--- src/spf_params.svh ---
// constants for the sensor pin function select block
//
// Contract
// - chip select high I2C, low SPI
// - interrupt route drives interrupt flag push-pull
// - ready route drives all-axes ready flag
// - four-wire select drives SPI serial output
// - shared pin carries one function at most
// - no route bit: shared pin undriven input
// - data pin: I2C, SPI in, 3-wire out
// - measurement done sets all-axes flag, and axis flags of done axes only
`ifndef SPF_PARAMS_SVH
`define SPF_PARAMS_SVH

// positions of the three routing bits inside the route vector
`define SPF_RT_INT_POS   2
`define SPF_RT_READY_POS 1
`define SPF_RT_SDO_POS   0
`define SPF_RT_WIDTH     3

// reset values
`define SPF_ROUTE_RST    3'h0
`define SPF_CS_RST       1'h1
`define SPF_SCLK_RST     1'h0
`define SPF_SDAT_RST     1'h1
`define SPF_FLAG_RST     1'h0

// pin synchroniser length in flip-flops
`define SPF_SYNC_DEPTH   3
`define SPF_AXES         3

`endif

--- src/spf_pkg.sv ---
// types shared by the pin function select modules
package spf_pkg;

  typedef enum logic [2:0] {
    SPF_ROUTE_NONE,
    SPF_ROUTE_INT,
    SPF_ROUTE_READY,
    SPF_ROUTE_SDO,
    SPF_ROUTE_BAD
  } spf_route_t;

  typedef enum logic {
    SPF_BUS_I2C,
    SPF_BUS_SPI
  } spf_bus_t;

endpackage

--- src/spf_route_if.sv ---
// carrier between the pin core and the shared pin selector
`timescale 1ns/1ps
interface spf_route_if;
  import spf_pkg::*;

  logic [2:0] route_bits;
  logic       int_flag;
  logic       ready_flag;
  logic       sdo_bit;
  logic       pin_out;
  logic       pin_oe;
  spf_route_t route;

  modport sel
  (
    input  route_bits,
    input  int_flag,
    input  ready_flag,
    input  sdo_bit,
    output pin_out,
    output pin_oe,
    output route
  );

  modport core
  (
    output route_bits,
    output int_flag,
    output ready_flag,
    output sdo_bit,
    input  pin_out,
    input  pin_oe,
    input  route
  );
endinterface

--- src/spf_route_sel.sv ---
// shared output pin function selector
`timescale 1ns/1ps
`include "spf_params.svh"
module spf_route_sel
(
  input  wire logic clk_in,
  input  wire logic rst_b_in,
  spf_route_if.sel  rt
);
  import spf_pkg::*;

  logic pin_ff;
  logic pin_oe_ff;

  // one-hot decode; anything with two bits set is flagged, never merged
  always_comb
  begin
    unique case (rt.route_bits)
      3'h0:                        rt.route = SPF_ROUTE_NONE;
      3'h1 << `SPF_RT_INT_POS:     rt.route = SPF_ROUTE_INT;
      3'h1 << `SPF_RT_READY_POS:   rt.route = SPF_ROUTE_READY;
      3'h1 << `SPF_RT_SDO_POS:     rt.route = SPF_ROUTE_SDO;
      default:                     rt.route = SPF_ROUTE_BAD;
    endcase
  end

  always_ff @(posedge clk_in)
  begin
    if (!rst_b_in)
    begin
      pin_ff    <= 1'h0;
      pin_oe_ff <= 1'h0;
    end
    else
    begin
      unique case (rt.route)
        SPF_ROUTE_INT:
        begin
          pin_ff    <= rt.int_flag;
          pin_oe_ff <= 1'h1;
        end
        SPF_ROUTE_READY:
        begin
          pin_ff    <= rt.ready_flag;
          pin_oe_ff <= 1'h1;
        end
        SPF_ROUTE_SDO:
        begin
          pin_ff    <= rt.sdo_bit;
          pin_oe_ff <= 1'h1;
        end
        // a forbidden mix releases the pin rather than fight two sources
        SPF_ROUTE_BAD:
        begin
          pin_ff    <= 1'h0;
          pin_oe_ff <= 1'h0;
        end
        SPF_ROUTE_NONE:
        begin
          pin_ff    <= 1'h0;
          pin_oe_ff <= 1'h0;
        end
      endcase
    end
  end

  assign rt.pin_out = pin_ff;
  assign rt.pin_oe  = pin_oe_ff;
endmodule

--- src/spf_pin_mux.sv ---
// pin function select core: interface choice, data pin, ready flags
`timescale 1ns/1ps
`include "spf_params.svh"
module spf_pin_mux
#(
  parameter int AXES = `SPF_AXES
)
(
  input  wire logic             clk_in,
  input  wire logic             rst_b_in,
  input  wire logic             chip_sel_in,
  input  wire logic             serial_port_clock_in,
  input  wire logic             sdat_in,
  output      logic             sdat_out,
  output      logic             sdat_oe_out,
  output      logic             shared_pin_out,
  output      logic             shared_pin_oe_out,
  input  wire logic             int_route_sel_in,
  input  wire logic             ready_route_sel_in,
  input  wire logic             four_wire_out_sel_in,
  input  wire logic             three_wire_sel_in,
  input  wire logic             int_flag_in,
  input  wire logic             sample_done_in,
  input  wire logic [AXES-1:0]  axis_done_in,
  input  wire logic             status_read_in,
  input  wire logic             i2c_sda_low_in,
  input  wire logic             spi_tx_bit_in,
  input  wire logic             spi_tx_en_in,
  output      spf_pkg::spf_bus_t bus_mode_out,
  output      logic             i2c_enable_out,
  output      logic             spi_enable_out,
  output      logic             spc_level_out,
  output      logic             spc_rise_out,
  output      logic             spc_fall_out,
  output      logic             sdat_rx_out,
  output      logic             sample_ready_out,
  output      logic [AXES-1:0]  axis_ready_out,
  output      logic             route_error_out
);
  import spf_pkg::*;

  // the flag logic is written for one to eight axes
  generate
    if (AXES < 1 || AXES > 8)
    begin : g_bad_axes
      $error("spf_pin_mux: AXES must lie in 1..8");
    end
  endgenerate

  ////////////////////////////////////////////////////////////////////////////////
  // pin synchronisers: chip select, serial clock, serial data

  localparam int NPIN = 3;
  localparam int P_CS = 0;
  localparam int P_CK = 1;
  localparam int P_SD = 2;

  logic [NPIN-1:0] pin_raw;
  logic [NPIN-1:0] pin_rst;
  logic [NPIN-1:0] s1_ff;
  logic [NPIN-1:0] s2_ff;
  logic [NPIN-1:0] s3_ff;
  logic [NPIN-1:0] lvl_ff;
  logic [NPIN-1:0] nxt_lvl;

  assign pin_raw = {sdat_in, serial_port_clock_in, chip_sel_in};
  assign pin_rst = {`SPF_SDAT_RST, `SPF_SCLK_RST, `SPF_CS_RST};

  genvar gp;
  generate
    for (gp = 0; gp < NPIN; gp++)
    begin : g_sync
      // s1 feeds only s2; the filter looks at s2 and s3 alone
      always_ff @(posedge clk_in)
      begin
        if (!rst_b_in)
        begin
          s1_ff[gp] <= pin_rst[gp];
          s2_ff[gp] <= pin_rst[gp];
          s3_ff[gp] <= pin_rst[gp];
        end
        else
        begin
          s1_ff[gp] <= pin_raw[gp];
          s2_ff[gp] <= s1_ff[gp];
          s3_ff[gp] <= s2_ff[gp];
        end
      end

      // a change only counts once the second and third stage agree
      assign nxt_lvl[gp] = (s2_ff[gp] == s3_ff[gp]) ? s3_ff[gp] : lvl_ff[gp];

      always_ff @(posedge clk_in)
      begin
        if (!rst_b_in)
          lvl_ff[gp] <= pin_rst[gp];
        else
          lvl_ff[gp] <= nxt_lvl[gp];
      end
    end
  endgenerate

  ////////////////////////////////////////////////////////////////////////////////
  // interface choice from chip select

  spf_bus_t bus_ff;
  spf_bus_t nxt_bus;

  assign nxt_bus = lvl_ff[P_CS] ? SPF_BUS_I2C : SPF_BUS_SPI;

  always_ff @(posedge clk_in)
  begin
    if (!rst_b_in)
      bus_ff <= SPF_BUS_I2C;
    else
      bus_ff <= nxt_bus;
  end

  assign bus_mode_out   = bus_ff;
  assign i2c_enable_out = (bus_ff == SPF_BUS_I2C);
  assign spi_enable_out = (bus_ff == SPF_BUS_SPI);

  ////////////////////////////////////////////////////////////////////////////////
  // serial port clock edges, sampled from the host's clock pin

  logic sclk_d_ff;
  logic rise_ff;
  logic fall_ff;

  always_ff @(posedge clk_in)
  begin
    if (!rst_b_in)
    begin
      sclk_d_ff <= `SPF_SCLK_RST;
      rise_ff   <= 1'h0;
      fall_ff   <= 1'h0;
    end
    else
    begin
      sclk_d_ff <= lvl_ff[P_CK];
      rise_ff   <= lvl_ff[P_CK] & ~sclk_d_ff;
      fall_ff   <= ~lvl_ff[P_CK] & sclk_d_ff;
    end
  end

  assign spc_level_out = sclk_d_ff;
  assign spc_rise_out  = rise_ff;
  assign spc_fall_out  = fall_ff;
  assign sdat_rx_out   = lvl_ff[P_SD];

  ////////////////////////////////////////////////////////////////////////////////
  // serial data pin: i2c open drain, spi input, 3-wire spi output

  logic sdat_ff;
  logic sdat_oe_ff;

  always_ff @(posedge clk_in)
  begin
    if (!rst_b_in)
    begin
      sdat_ff    <= 1'h0;
      sdat_oe_ff <= 1'h0;
    end
    else
    begin
      unique case (bus_ff)
        // open drain: only ever pulls low, the bus pull-up makes the high
        SPF_BUS_I2C:
        begin
          sdat_ff    <= 1'h0;
          sdat_oe_ff <= i2c_sda_low_in;
        end
        // 4-wire leaves the pin an input; 3-wire turns it round to send
        SPF_BUS_SPI:
        begin
          sdat_ff    <= spi_tx_bit_in;
          sdat_oe_ff <= three_wire_sel_in & spi_tx_en_in;
        end
      endcase
    end
  end

  assign sdat_out    = sdat_ff;
  assign sdat_oe_out = sdat_oe_ff;

  ////////////////////////////////////////////////////////////////////////////////
  // new-sample flags: set on completion, cleared by a status read

  logic            all_ready_ff;
  logic [AXES-1:0] axis_ready_ff;

  // a completion in the same cycle as the read keeps the flag set
  always_ff @(posedge clk_in)
  begin
    if (!rst_b_in)
      all_ready_ff <= `SPF_FLAG_RST;
    else if (sample_done_in)
      all_ready_ff <= 1'h1;
    else if (status_read_in)
      all_ready_ff <= 1'h0;
  end

  genvar ga;
  generate
    for (ga = 0; ga < AXES; ga++)
    begin : g_axis
      always_ff @(posedge clk_in)
      begin
        if (!rst_b_in)
          axis_ready_ff[ga] <= `SPF_FLAG_RST;
        else if (sample_done_in & axis_done_in[ga])
          axis_ready_ff[ga] <= 1'h1;
        else if (status_read_in)
          axis_ready_ff[ga] <= 1'h0;
      end
    end
  endgenerate

  assign sample_ready_out = all_ready_ff;
  assign axis_ready_out   = axis_ready_ff;

  ////////////////////////////////////////////////////////////////////////////////
  // shared output pin

  logic [`SPF_RT_WIDTH-1:0] route_bits;

  assign route_bits[`SPF_RT_INT_POS]   = int_route_sel_in;
  assign route_bits[`SPF_RT_READY_POS] = ready_route_sel_in;
  assign route_bits[`SPF_RT_SDO_POS]   = four_wire_out_sel_in;

  spf_route_if u_rt ();

  assign u_rt.route_bits = route_bits;
  assign u_rt.int_flag   = int_flag_in;
  assign u_rt.ready_flag = all_ready_ff;
  assign u_rt.sdo_bit    = spi_tx_bit_in;

  spf_route_sel u_sel
  (
    .clk_in   (clk_in),
    .rst_b_in (rst_b_in),
    .rt       (u_rt.sel)
  );

  assign shared_pin_out    = u_rt.pin_out;
  assign shared_pin_oe_out = u_rt.pin_oe;
  // a forbidden route setting is reported, the pin stays released
  assign route_error_out   = (u_rt.route == SPF_ROUTE_BAD);
endmodule

--- config.mk ---
export PLATFORM = sky130hd
export DESIGN_NAME = spf_pin_mux
export DESIGN_NICKNAME = d
export VERILOG_FILES = /design/src/spf_pkg.sv /design/src/spf_route_if.sv /design/src/spf_route_sel.sv /design/src/spf_pin_mux.sv
export VERILOG_INCLUDE_DIRS = /design/src
export SDC_FILE = /design/constraint.sdc
export NUM_CORES = 1
export LEC_CHECK = 0
export BUFFER_PORTS_ARGS = -buffer_cell sky130_fd_sc_hd__buf_2
export CORE_ASPECT_RATIO = 1.2
export CORE_MARGIN = 3
export CORE_UTILIZATION = 40
export DETAILED_ROUTE_END_ITERATION = 10
export PLACE_DENSITY = 0.8
export SYNTH_ARGS = -nofsm -noshare
export SYNTH_HDL_FRONTEND = slang
export SYNTH_SLANG_ARGS = --single-unit
--- constraint.sdc ---
create_clock -name clk_in -period 0.8 [get_ports clk_in]
set_input_delay 0.16 -clock clk_in [delete_from_list [all_inputs] [get_ports clk_in]]
set_output_delay 0.16 -clock clk_in [all_outputs]
set_load 0.1 [all_outputs]
After elaboration in Yosys (flattened, before gate mapping)
Index checks and enable logic that the tools add are counted.
{ "word_totals": {"latchBits": 0, "rom_bits": 0, "in_bits": 18, "out_inout_bits": 16, "n_memories": 0, "ff_bits": 24, "mem_bits_rw": 0} }
{ "classes": {"bitwise": 9, "magnitude_cmp": 0, "n_div": 0, "multipliers": 0, "eq_ne": 10, "addsub": 0, "n_reduce_logical": 8, "muxes": 11, "shift": 0} }
{ "ops": {"columns": ["operator", "count"], "rows": [
  ["3-bit one-hot mux with 4 select lines", 1],
  ["3-bit by 2-bit equality test with 1-bit output (second input constant)", 3],
  ["2-bit nonzero test", 4],
  ["1-bit bitwise AND", 6],
  ["3-bit by 1-bit equality test with 1-bit output (second input constant)", 2],
  ["3-bit equality test (second input constant)", 2],
  ["3-bit logical NOT", 2],
  ["1-bit two-way mux", 6],
  ["1-bit one-hot mux with 2 select lines", 3],
  ["1-bit one-hot mux with 4 select lines", 1],
  ["1-bit equality test", 3],
  ["1-bit inverter", 3],
  ["3-bit OR reduction", 1],
  ["2-bit OR reduction", 1]
]} }

Longest topological paths before layout
{ "logic_depth": {"depth_word": 5, "mapped_depth": 3, "mapped_depth_nobuf": 2} }

By module
From an unflattened synthesis, not the netlist that was laid out.
{ "unflattened": {"cells_unflattened": 86, "area_unflattened_um2": 902.1} }
{ "by_module_without_submodules": {"columns": ["module", "seq_area_each_um2", "cells_each", "instances", "area_each_um2"], "rows": [
  ["spf_pin_mux", 440.4, 65, 1, 723.2],
  ["spf_route_sel", 40.0, 21, 1, 178.9]
]} }

Worst setup path before layout
No wires, ideal clock.
{ "synth_path": {"path_type": "reg-to-output", "from": "register bus_ff, in the netlist bus_mode_out", "to": "output port i2c_enable_out", "path_stages_with_launch": 2, "arrival_time_ns": 1.683, "slack_ns": -1.043, "n_path_buf": 0, "cell_sequence": "dfxtp_1 > inv_1"} }
{ "synth_between": {"elab_chain_cells": 1} }
{ "synth_rtl": {"columns": ["element", "line", "rtl"], "rows": [
  ["start, declared", "spf_pin_mux.sv:106", "spf_bus_t bus_ff;"],
  ["start signal, assigned", "spf_pin_mux.sv:116", "bus_ff <= nxt_bus;"],
  ["1-bit inverter", "spf_pin_mux.sv:120", "assign i2c_enable_out = (bus_ff == SPF_BUS_I2C);"],
  ["end, declared", "spf_pin_mux.sv:30", "output logic i2c_enable_out,"]
]} }
Every way passes these cells.

Worst setup path in the final report
Same ends and word-level chain as after synthesis.

==> results.yml <==
outcome:
  outcome: "finished, violations left"
  violations: "setup timing"
floorplanning:
  core_area_um2: 1740
  fp.dieH_um: 54.7
  row_count: 16
  start_util_pct: 45.3
  ioPinCount: 34
  die_area_um2: 2540
  die_width_um: 46.6
clock_network:
  cts_root_buf: "clkbuf_4"
  tritoncts: "yes"
  numClockSinks: 24
  htree_levels: 1
  insertion_delay_ps: 310
  cts_buffer_depth: 2
  clkTransAtPathRegs_ps: 130
  cts_buffers: 3
sta:
  drv_slew: 0
  worst_slack_ps: -375
  fmax_mhz: 851
  relSlewSlack_pct: 73.9
  clock_skew_ps: 5.71
  setup_viol: 19
  fin_crit_ps: 1180
  tns_ps: -3980
  holdWs_ps: 21.9
  worst_slew_pin_slew_ps: 386
  rsz0062_at_grt: "yes"
  fin_crit_sh_pct: 147
  hold_viol: 0
drt:
  wl_um: 2090
  route.detailed.drc: 0
  drtAntennaViolNets: 0
  wl_per_cell_um: 15.2
  drt_iter0_drc: 4
  vias: 680
  drt_pass1_iterations: 2
  viasPerCell: 4.96
min_path:
  hold_start: "chip_sel_in"
  min_to: "s1_ff[0]"
  hold_path.class: "input pin to register"
  holdPathStages: 2
finish:
  drive_gt1_share_pct: 58.0
  utilization_pct: 84.2
  diodes: 0
  area_growth_pct: 85.7
  fin_nets: 138
pwr:
  switching_share_pct: 27.0
  seqPwrFrac_pct: 50.3
  p_int_mw: 1.81
  p_comb_share_pct: 19.6
  vdd_drop_max_v: 0.00142
  p_leak_nw: 0.622
  power.switching_uw: 669
  power_mw: 2.48
  power.clock.fraction_pct: 30.0
  p_per_area_nw_per_um2: 1690
worst_setup_path:
  cp.required_ps: 640
  rr_worst_depth: 3
  crit_arrival_ps: 1020
  crit_chain: "clkinvlp_4, buf_12"
  r2r_end: "u_sel.rt.pin_out"
  max_stage_delay_ps: 430
  end_kind: "output pin"
  slowest_stage: "dfxtp_4"
  crit_type: "register to output pin"
  crit_path_start_kind: "register"
  rr_startpoint: "sample_ready_out"
  r2r_slack_ps: -200
  cp_max_fo: 5
place:
  gp_congestion: 0.717
  dp_hpwl_um: 1100
  port_buffers: 33
  place_ws_ps: -151
global_routing:
  grt.overflow.total: 0
  grt_pass1_wl_um: 2730
  grt_antenna_before_repair: 0
  grt_pass1_vias: 662
  grt_max_degree: 20
  grt_util_all_layers_pct: 14.8
logic_synthesis:
  ys_types: 19
  synth_area_per_cell_um2: 10.5
  ys_warn_count: 0
  syn_area_um2: 790
  synth_area_leaders: "dfxtp_1 61%, nand2b_1 7.9%, a21boi_0 4.8%, nor4bb_1 3.8%, nand2_1 3.3%"
  syn_inst: 75
  ys_ff_latch: 24
  synth-seq-area-share_pct: 60.9
  syn_nets: 93
  synth.top_cell.area_share_pct: 60.9
  yosysTopAreaCell: "dfxtp_1"
run:
  cap_viol_max_count: 0
==> cell usage in the layout (no fill, tap or decap), types with 2 or more instances in the layout <==
cell      instances
a21boi_0          4
and2_1            4
buf_12           17
buf_2            15
buf_4             4
buf_6             6
clkbuf_4          3
dfxtp_1          11
dfxtp_2           6
dfxtp_4           7
nand2_1           5
nand2b_1          9
nor2_1            2
nor2b_1           3
nor4bb_1          2
o21ai_0           2
==> worst max path at each step <==
stage / from / end / slack (ps) / cells after the start
floorplan: bus_mode_out / i2c_enable_out / -410 / 1
detailed placement: four_wire_out_sel_in / route_error_out / -150 / 4
global route: bus_mode_out / i2c_enable_out / -420 / 2
finish: bus_mode_out / i2c_enable_out / -380 / 2
global placement: four_wire_out_sel_in / route_error_out / -120 / 4
CTS: bus_mode_out / i2c_enable_out / -380 / 2
==> per-stage QoR <==
step	instance area, um^2	std cells
after detailed placement	1280	127
after floorplan	838	75
after global routing	1470	137
after global placement	1280	127
final	1470	137
after CTS	1390	135
==> cell usage after synthesis (all sizes together) <==
library cell / count
a21boi: 5
a21oi: 2
and2: 4
and3: 1
buf: 3
dfxtp: 24
inv: 1
nand2: 7
nand2b: 10
nand3: 1
nor2: 3
nor2b: 3
nor4bb: 3
o211a: 1
o21a: 1
o21ai: 4
o31a: 1
xor2: 1
==> cell type report <==
class                   instances  area [um^2]
repair buffers                 43          528
flip-flops and latches         24          514
multi-input cells              47          347
fillers                        87          275
clock buffers                   4         47.5
well taps                      18         22.5
inverters                       1         7.51
==> kinds of logic after synthesis <==
kind of cell | after synthesis | synth area share (%)
AOI/OAI and AO/OA | 14 | 11.9
xor gates and xnor gates | 1 | 1.11
buffers and inverters | 4 | 2.69
DFF | 24 | 60.9
and+or+nand+nor | 32 | 23.5
==> state kept, by name (all words and copies together) (netlist names), 2 cells and up <==
name,cells
s1_ff,3
s3_ff,3
s2_ff,3
lvl_ff,2
axis_ready_out,3
==> per-layer routing <==
layer	vias up	share of wire, %	track usage [%]
li1	337	-	-
met1	323	40	16.1
met2	18	56	28.0
met3	2	3.9	1.97
met4	0	0.67	5.69
met5	-	0	0
==> power groups by stage <==
stage / clock (mW) / combinational (mW) / sequential [mW]
final: 0.745 / 0.487 / 1.25
after global placement: 0 / 0.427 / 1.27
after CTS: 0.751 / 0.463 / 1.25
after detailed placement: 0 / 0.434 / 1.27
after global routing: 0.801 / 0.504 / 1.25
after floorplan: 0 / 0.101 / 1.41
==> critical path: cells and delay by family (launching register included) <==
kind / cells / cell delay (ps)
buffers and inverters: 2 / 280
flip-flops: 1 / 430
==> timing repair <==
item / 4_1_cts / 5_1_grt
setup endpoints to repair: 17 / 20
hold buffers: 0 / 0
pin swaps: 5 / 4
gates resized for setup: 9 / 14
setup buffers: 4 / 3
Note: power is estimated with default switching activity, not from simulation.
